## src/logic/pin_select_pkg.sv

```systemverilog
// Package: register map, field layout and reset values of the port A/B pin function select block
package pin_select_pkg;
    localparam int unsigned ADDR_WIDTH = 4;
    localparam int unsigned DATA_WIDTH = 32;
    localparam int unsigned REG_WIDTH  = 16;

    localparam logic [ADDR_WIDTH-1:0] PORT_A_HIGH_DIRECTION_OFFSET    = 4'h0;
    localparam logic [ADDR_WIDTH-1:0] PORT_A_HIGH_FUNCTION_ONE_OFFSET = 4'h4;
    localparam logic [ADDR_WIDTH-1:0] PORT_A_HIGH_FUNCTION_TWO_OFFSET = 4'h8;
    localparam logic [ADDR_WIDTH-1:0] PORT_B_LOW_DIRECTION_OFFSET     = 4'hc;

    // Writable bits of each register; reserved bits are held at zero
    localparam logic [15:0] PORT_A_HIGH_DIRECTION_MASK    = 16'h03ff;
    localparam logic [15:0] PORT_A_HIGH_FUNCTION_ONE_MASK = 16'h0005;
    localparam logic [15:0] PORT_A_HIGH_FUNCTION_TWO_MASK = 16'h5555;
    localparam logic [15:0] PORT_B_LOW_DIRECTION_MASK     = 16'h3fff;

    localparam logic [15:0] PORT_A_HIGH_DIRECTION_RESET    = 16'h0000;
    localparam logic [15:0] PORT_A_HIGH_FUNCTION_ONE_RESET = 16'h0000;
    localparam logic [15:0] PORT_A_HIGH_FUNCTION_TWO_RESET = 16'h0000;
    localparam logic [15:0] PORT_B_LOW_DIRECTION_RESET     = 16'h0000;

    // Field positions of the pin 25 and pin 24 function bits
    localparam int unsigned PORTA_BIT25_FUNCTION_POS = 2;
    localparam int unsigned PORTA_BIT24_FUNCTION_POS = 0;

    localparam int unsigned PORT_A_PIN_COUNT = 10;
    localparam int unsigned PORT_A_PIN_BASE  = 16;
    localparam int unsigned PORT_B_PIN_COUNT = 14;

    localparam logic [1:0] RESP_OKAY   = 2'b00;
    localparam logic [1:0] RESP_SLVERR = 2'b10;
endpackage

```

## src/logic/pin_select.sv

```systemverilog
// Pin function and direction select for port A pins 25..16 and port B pins 13..0
//
// Notes on behaviour
// - Port A direction bits 9..0 set pins 25..16; 1 output, 0 input.
// - Port A direction applies only while the pin is general I/O.
// - Port A direction bits 15..10 read zero; software writes zero.
// - Port A direction register resets to all zeros, pins start as inputs.
// - Function one bit 2 picks pin 25: port I/O or address line 25.
// - Function one bit 0 picks pin 24: port I/O or address line 24.
// - Function one bits 15..3 and 1 read zero; software writes zero.
// - Function two even bits 14..0 pick pins 23..16: port or address line.
// - Function two odd bits read zero; software writes zero.
// - All port A function fields reset to zero, pins start as port I/O.
// - Port B direction bits 13..0 set pins 13..0; 1 output, 0 input.
// - Port B direction applies only while the pin is general I/O.
// - Port B direction bits 15 and 14 read zero; software writes zero.
// - Port B direction register resets to all zeros, pins start as inputs.
// - All four registers are 16 bits wide, readable and writable.
//
// Added by the designer: the AXI4-Lite register port and the placing of the registers.
`timescale 1ns/1ps
module pin_select (
    input  wire logic                                   mclk_i,
    input  wire logic                                   rst_b_i,
    // AXI4-Lite slave
    input  wire logic [pin_select_pkg::ADDR_WIDTH-1:0]  s_axi_awaddr_i,
    input  wire logic                                   s_axi_awvalid_i,
    output logic                                        s_axi_awready_o,
    input  wire logic [pin_select_pkg::DATA_WIDTH-1:0]  s_axi_wdata_i,
    input  wire logic [3:0]                             s_axi_wstrb_i,
    input  wire logic                                   s_axi_wvalid_i,
    output logic                                        s_axi_wready_o,
    output logic [1:0]                                  s_axi_bresp_o,
    output logic                                        s_axi_bvalid_o,
    input  wire logic                                   s_axi_bready_i,
    input  wire logic [pin_select_pkg::ADDR_WIDTH-1:0]  s_axi_araddr_i,
    input  wire logic                                   s_axi_arvalid_i,
    output logic                                        s_axi_arready_o,
    output logic [pin_select_pkg::DATA_WIDTH-1:0]       s_axi_rdata_o,
    output logic [1:0]                                  s_axi_rresp_o,
    output logic                                        s_axi_rvalid_o,
    input  wire logic                                   s_axi_rready_i,
    // Port A pins 25..16 (index 0 is pin 16)
    input  wire logic [9:0]                             port_a_out_i,
    input  wire logic [9:0]                             address_line_i,
    output logic [9:0]                                  port_a_pin_o,
    output logic [9:0]                                  port_a_pin_oe_o,
    output logic [9:0]                                  port_a_function_o,
    // Port B pins 13..0, with per-pin alternate function request
    input  wire logic [13:0]                            port_b_out_i,
    input  wire logic [13:0]                            port_b_alt_select_i,
    input  wire logic [13:0]                            port_b_alt_out_i,
    input  wire logic [13:0]                            port_b_alt_oe_i,
    output logic [13:0]                                 port_b_pin_o,
    output logic [13:0]                                 port_b_pin_oe_o
);
    import pin_select_pkg::*;

    typedef struct packed {
        logic        awready;
        logic        wready;
        logic        aw_held;
        logic        w_held;
        logic [ADDR_WIDTH-1:0] aw_addr;
        logic [15:0] w_data;
        logic [1:0]  w_strb;
        logic        bvalid;
        logic [1:0]  bresp;
        logic        arready;
        logic        rvalid;
        logic [31:0] rdata;
        logic [1:0]  rresp;
        logic [15:0] port_a_high_direction;
        logic [15:0] port_a_high_function_one;
        logic [15:0] port_a_high_function_two;
        logic [15:0] port_b_low_direction;
        logic [9:0]  pa_pin;
        logic [9:0]  pa_oe;
        logic [9:0]  pa_func;
        logic [13:0] pb_pin;
        logic [13:0] pb_oe;
    } state_type;

    localparam state_type STATE_RESET = '{
        awready                  : 1'b1,
        wready                   : 1'b1,
        aw_held                  : 1'b0,
        w_held                   : 1'b0,
        aw_addr                  : '0,
        w_data                   : 16'h0000,
        w_strb                   : 2'b00,
        bvalid                   : 1'b0,
        bresp                    : RESP_OKAY,
        arready                  : 1'b1,
        rvalid                   : 1'b0,
        rdata                    : 32'h0000_0000,
        rresp                    : RESP_OKAY,
        port_a_high_direction    : PORT_A_HIGH_DIRECTION_RESET,
        port_a_high_function_one : PORT_A_HIGH_FUNCTION_ONE_RESET,
        port_a_high_function_two : PORT_A_HIGH_FUNCTION_TWO_RESET,
        port_b_low_direction     : PORT_B_LOW_DIRECTION_RESET,
        pa_pin                   : 10'h000,
        pa_oe                    : 10'h000,
        pa_func                  : 10'h000,
        pb_pin                   : 14'h0000,
        pb_oe                    : 14'h0000
    };

    state_type s_q;
    state_type s_d;

    // Function select per port A pin, index 0 is pin 16
    wire logic [9:0]  pa_func_sel;
    // Next pin value and enable per pin, from the registered selects
    wire logic [9:0]  pa_pin_next;
    wire logic [9:0]  pa_oe_next;
    wire logic [13:0] pb_pin_next;
    wire logic [13:0] pb_oe_next;

    assign pa_func_sel[9] = s_q.port_a_high_function_one[PORTA_BIT25_FUNCTION_POS];
    assign pa_func_sel[8] = s_q.port_a_high_function_one[PORTA_BIT24_FUNCTION_POS];

    // Pins 23..16 take the even bits of function two, pin 16 at bit 0
    for (genvar g = 0; g < 8; g++) begin : g_func_two
        assign pa_func_sel[g] = s_q.port_a_high_function_two[2*g];
    end

    // Address function drives the pin whatever its direction bit holds
    for (genvar g = 0; g < PORT_A_PIN_COUNT; g++) begin : g_port_a
        assign pa_pin_next[g] = pa_func_sel[g] ? address_line_i[g] : port_a_out_i[g];
        assign pa_oe_next[g]  = pa_func_sel[g] | s_q.port_a_high_direction[g];
    end

    // Another function takes over pin and enable; the direction bit is then ignored
    for (genvar g = 0; g < PORT_B_PIN_COUNT; g++) begin : g_port_b
        assign pb_pin_next[g] = port_b_alt_select_i[g] ? port_b_alt_out_i[g] : port_b_out_i[g];
        assign pb_oe_next[g]  = port_b_alt_select_i[g] ? port_b_alt_oe_i[g]
                                                       : s_q.port_b_low_direction[g];
    end

    function automatic logic [15:0] merge(input logic [15:0] old_v, input logic [15:0] new_v,
                                          input logic [1:0] strb, input logic [15:0] mask);
        logic [15:0] m;
        m = {{8{strb[1]}}, {8{strb[0]}}};
        merge = ((old_v & ~m) | (new_v & m)) & mask;
    endfunction

    always_comb begin
        logic        do_write;
        logic [15:0] rd;
        logic        rd_ok;
        s_d      = s_q;
        do_write = 1'b0;
        rd       = 16'h0000;
        rd_ok    = 1'b1;

        // Write address and data are taken in either order
        if (s_q.awready && s_axi_awvalid_i) begin
            s_d.aw_held = 1'b1;
            s_d.aw_addr = s_axi_awaddr_i;
            s_d.awready = 1'b0;
        end
        if (s_q.wready && s_axi_wvalid_i) begin
            s_d.w_held = 1'b1;
            s_d.w_data = s_axi_wdata_i[15:0];
            s_d.w_strb = s_axi_wstrb_i[1:0];
            s_d.wready = 1'b0;
        end
        if (s_q.aw_held && s_q.w_held && !s_q.bvalid) begin
            do_write    = 1'b1;
            s_d.aw_held = 1'b0;
            s_d.w_held  = 1'b0;
            s_d.bvalid  = 1'b1;
            s_d.bresp   = RESP_OKAY;
        end
        if (do_write) begin
            case (s_q.aw_addr)
                PORT_A_HIGH_DIRECTION_OFFSET:
                    s_d.port_a_high_direction = merge(s_q.port_a_high_direction, s_q.w_data,
                                                      s_q.w_strb, PORT_A_HIGH_DIRECTION_MASK);
                PORT_A_HIGH_FUNCTION_ONE_OFFSET:
                    s_d.port_a_high_function_one = merge(s_q.port_a_high_function_one, s_q.w_data,
                                                         s_q.w_strb, PORT_A_HIGH_FUNCTION_ONE_MASK);
                PORT_A_HIGH_FUNCTION_TWO_OFFSET:
                    s_d.port_a_high_function_two = merge(s_q.port_a_high_function_two, s_q.w_data,
                                                         s_q.w_strb, PORT_A_HIGH_FUNCTION_TWO_MASK);
                PORT_B_LOW_DIRECTION_OFFSET:
                    s_d.port_b_low_direction = merge(s_q.port_b_low_direction, s_q.w_data,
                                                     s_q.w_strb, PORT_B_LOW_DIRECTION_MASK);
                default:
                    s_d.bresp = RESP_SLVERR;
            endcase
        end
        if (s_q.bvalid && s_axi_bready_i) begin
            s_d.bvalid  = 1'b0;
            s_d.awready = 1'b1;
            s_d.wready  = 1'b1;
        end

        // Read path: one read at a time, answer one cycle after the address is taken
        if (s_q.arready && s_axi_arvalid_i) begin
            case (s_axi_araddr_i)
                PORT_A_HIGH_DIRECTION_OFFSET:    rd = s_q.port_a_high_direction;
                PORT_A_HIGH_FUNCTION_ONE_OFFSET: rd = s_q.port_a_high_function_one;
                PORT_A_HIGH_FUNCTION_TWO_OFFSET: rd = s_q.port_a_high_function_two;
                PORT_B_LOW_DIRECTION_OFFSET:     rd = s_q.port_b_low_direction;
                default:                         rd_ok = 1'b0;
            endcase
            s_d.rdata   = {16'h0000, rd};
            s_d.rresp   = rd_ok ? RESP_OKAY : RESP_SLVERR;
            s_d.rvalid  = 1'b1;
            s_d.arready = 1'b0;
        end
        if (s_q.rvalid && s_axi_rready_i) begin
            s_d.rvalid  = 1'b0;
            s_d.arready = 1'b1;
        end

        // Pin drive, from the registered selects
        s_d.pa_pin  = pa_pin_next;
        s_d.pa_oe   = pa_oe_next;
        s_d.pa_func = pa_func_sel;
        s_d.pb_pin  = pb_pin_next;
        s_d.pb_oe   = pb_oe_next;
    end

    always_ff @(posedge mclk_i) begin
        if (!rst_b_i) begin
            s_q <= STATE_RESET;
        end else begin
            s_q <= s_d;
        end
    end

    assign s_axi_awready_o   = s_q.awready;
    assign s_axi_wready_o    = s_q.wready;
    assign s_axi_bvalid_o    = s_q.bvalid;
    assign s_axi_bresp_o     = s_q.bresp;
    assign s_axi_arready_o   = s_q.arready;
    assign s_axi_rvalid_o    = s_q.rvalid;
    assign s_axi_rdata_o     = s_q.rdata;
    assign s_axi_rresp_o     = s_q.rresp;
    assign port_a_pin_o      = s_q.pa_pin;
    assign port_a_pin_oe_o   = s_q.pa_oe;
    assign port_a_function_o = s_q.pa_func;
    assign port_b_pin_o      = s_q.pb_pin;
    assign port_b_pin_oe_o   = s_q.pb_oe;
endmodule // pin_select

```

## config.mk

```make
export PLATFORM = sky130hd
export DESIGN_NAME = pin_select
export DESIGN_NICKNAME = d
export VERILOG_FILES = /design/src/logic/pin_select_pkg.sv /design/src/logic/pin_select.sv
export SDC_FILE = /design/constraint.sdc
export NUM_CORES = 1
export LEC_CHECK = 0
export ABC_AREA = 0
export BUFFER_PORTS_ARGS = -buffer_cell sky130_fd_sc_hd__buf_4
export CORE_MARGIN = 2
export CORE_UTILIZATION = 33
export DETAILED_ROUTE_END_ITERATION = 10
export SYNTH_ARGS = -nofsm -noshare
export SYNTH_HDL_FRONTEND = slang
export SYNTH_SLANG_ARGS = --single-unit
```

## constraint.sdc

```tcl
create_clock -name mclk_i -period 5.1 [get_ports mclk_i]
set_clock_uncertainty 0.15 [all_clocks]
set_input_delay 0.51 -clock mclk_i [delete_from_list [all_inputs] [get_ports mclk_i]]
set_output_delay 0.51 -clock mclk_i [all_outputs]
set_load 0.02 [all_outputs]
```

==> Implementation_results.wiki <==
{| class="wikitable"
! Metric !! Value
|-
| Via count of the first global-routing pass || 4125
|-
| Multi-input gate area in the final layout || 2120 um2
|-
| Summed instance area of the synthesized netlist || ~5700 um2
|-
| Clock sink count || 138
|-
| Die Y-Extent || approximately 140 um
|-
| Global-route usage over all layers || 15.7%
|-
| Net load switching power || approximately 600 uW
|-
| Fraction of layout cells with a size suffix above 1 || 31.8%
|-
| Buffers inserted by post-CTS timing repair || 0
|-
| Clock latency on the worst-skew pair || 410 ps
|-
| Via-to-Cell Ratio || 4.46
|-
| Highest attainable clock frequency || 0.513 GHz
|-
| Share of synthesized registers carrying an async set or reset || 0%
|-
| Number of buffers created by CTS || 17
|-
| Class of the worst hold path || input port to register
|-
| Placement row count || between 40 and 50
|-
| DPL Wire Length || 10300 um
|-
| Area Growth Syn to Fin || 29.5%
|-
| Logic gate share of total power || around 7.9%
|-
| Worst setup path category || register to register
|-
| Switching power share of the total || roughly a fifth
|-
| Count leader, synth || dfxtp_1
|-
| Sequential fraction of the synthesis area || about half
|-
| Endpoint kind of the worst setup timing path || register
|-
| Cell total after placement || 929
|-
| Maximum level of the CTS H-tree || 4
|-
| Die width || 135 um
|-
| Final Util || between 40% and 50%
|-
| Clock tree buffer depth || 2
|-
| Total count of hold-check failures in the final report || 0
|-
| Clock tree root driver cell || clkbuf_16
|-
| Number of ports placed on the die boundary || 226
|-
| Final number of setup-violating endpoints || 0
|-
| Most utilized layer in the global route result || met2
|-
| Clock slew at reported path FFs || roughly 60 ps
|-
| Distinct cell type count of the synthesized netlist || 35
|-
| GR met3 Demand/Resource || between 6 and 7%
|-
| TritonCTS clock tree || done
|-
| Most area-consuming cells after synthesis || dfxtp_1 49%, mux2i_1 13%, buf_4 12%
|-
| Largest driver fanout on the critical path || 8
|-
| Total overflow reported by the global router || 0
|-
| Routed len/inst || 14.7 um
|-
| Synth top cells by count || 138 x dfxtp_1, 106 x nand2_1, 94 x buf_4, 72 x mux2i_1, 67 x nor2_1
|-
| Proportion of netlist area held by the largest area contributor || between 40% and 50%
|-
| Last weighted congestion value of the routability-driven placer || around 0.73
|-
| # nets final || around 860
|-
| Internal power || 2.22 mW
|-
| Total via count after detailed routing || 4284
|-
| Antenna Diode Count || 0
|-
| Primary FF master, synth || dfxtp_1
|-
| Worst hold margin || roughly 140 ps
|-
| Worst-margin pin slew || between 1000 and 1500 ps
|-
| Synthesis warning total || 0
|-
| Antenna-violating nets left || 0
|-
| Remaining routing DRC violations || 0
|-
| Number of flops mapped to enable cells by yosys || 0
|-
| Total power || 2.81 mW
|-
| Die Footprint || approximately 18000 um2
|-
| Global routing met2 resource utilization || ~24%
|-
| PostCTS Resize Cnt || 0
|-
| Required time of the worst setup path || between 5000 and 6000 ps
|-
| Minimum clock period || around 2000 ps
|-
| Total Wirelength || approximately 14000 um
|-
| Cell leakage power || 3.34 nW
|-
| Final Slew Violations || 0
|-
| Register area || between 2000 and 3000 um2
|-
| Synthesized instance count || around 620
|-
| Most area-hungry cell type in the Yosys netlist || dfxtp_1
|-
| Worst path arrival time || between 2000 and 2500 ps
|-
| Setup TNS || 0 ps
|-
| Initial Util || between 30% and 40%
|-
| Result of the run || completed
|-
| Met1 track demand over resource in global routing || 20.1%
|-
| Final cycle utilization of the critical path || 38.3%
|-
| Count of maximum capacitance violations || 0
|-
| RSZ-0062 raised after global routing || false
|-
| Max_slew headroom || about 27%
|-
| Sequential share of power || 40.0%
|-
| First-pass GRT wire length || between 20000 and 25000 um
|-
| Number of buffers inserted for hold repair after clock tree synthesis || 0
|-
| Avg Cell Area, Syn || a little over 9 um2
|-
| Power per Cell Area || 383 nW/um2
|-
| Antenna violations before repair || 0
|-
| Peak supply drop || around 220 uV
|-
| Clock power share || 52.1%
|-
| Count of placed standard cells in the final layout, fillers left out || slightly below 1k
|-
| Number of register bits inferred by synthesis || between 100 and 150
|-
| Number of design-rule violations left by the first detailed-router iteration || 117
|-
| Startpoint class of the critical path || register
|-
| Length of the first detailed-routing pass in iterations || 4
|-
| Largest net degree at the start of global routing || just over 60
|-
| Core region area || between 15000 and 20000 um2
|-
| Number of inserted filler cells in the final layout || ~1.7k
|-
| Number of port buffers || 188
|}
## path summary, 6_finish.rpt
check | startpoint | endpoint | slack (ps) | cells after the start
worst max-delay path | s_axi_bvalid_o | register | 3150 | 3
worst min-delay path | s_axi_wvalid_i | s_axi_wready_o | 140 | 2
worst max register to register | s_axi_bvalid_o | register | 3150 | 3
worst min register to register | s_axi_bresp_o[0] | s_axi_bresp_o[0] | 290 | 2
## layout make-up
type                            instances  area share, %
Multi-Input combinational cell        366           28.8
Clock inverter                         12           3.29
Inverter                               15          0.766
Tap cell                              220           3.75
Clock buffer                           20           6.35
Sequential cell                       138           37.6
Timing Repair Buffer                  190           19.4
## critical path, stage by stage (launching register included)
cell and delay [ps]:
dfxtp_1 370, or4b_1 610, or4_1 540, mux2i_1 160
## layout by cell type, fill, tap and decap left out, types with 5 or more instances in the layout
cell type	count
nand3_1	12
conb_1	18
clkbuf_16	17
inv_1	14
mux2i_1	72
and3_1	5
nand2_1	106
o21ai_0	12
a21oi_1	34
mux2_2	7
nor3b_1	6
dfxtp_1	138
bufinv_16	7
nor2_1	67
buf_4	190
## through the flow
step | setup WS [ps] | cell area [um2]
CTS | 3130 | 7350
detailed placement | 2760 | 6640
global route | 2930 | 7350
floorplan | 3170 | 5740
finish | 3150 | 7350
global placement | 2770 | 6640
## cells by family after synthesis
group                  synth area share [%]
AO/OA/AOI/OAI                          5.25
buffers and inverters                  15.2
flip-flops                             48.7
multiplexers                           14.5
other                                0.0661
AND/OR/NAND/NOR                        16.3
## layer usage
layer / vias up / share of wire [%]
met3: 11 / 9.2
li1: 2151 / -
met5: - / 0
met1: 1973 / 46
met2: 149 / 44
met4: 0 / 0.87
## power by group through the flow
stage	clock, mW	sequential, mW	combinational [mW]
floorplan	0	1.15	0.140
global placement	0	1.15	0.224
detailed placement	0	1.15	0.226
CTS	1.50	1.13	0.227
global route	1.55	1.13	0.245
finish	1.46	1.13	0.224
Note: power is estimated with default switching activity, not from simulation.
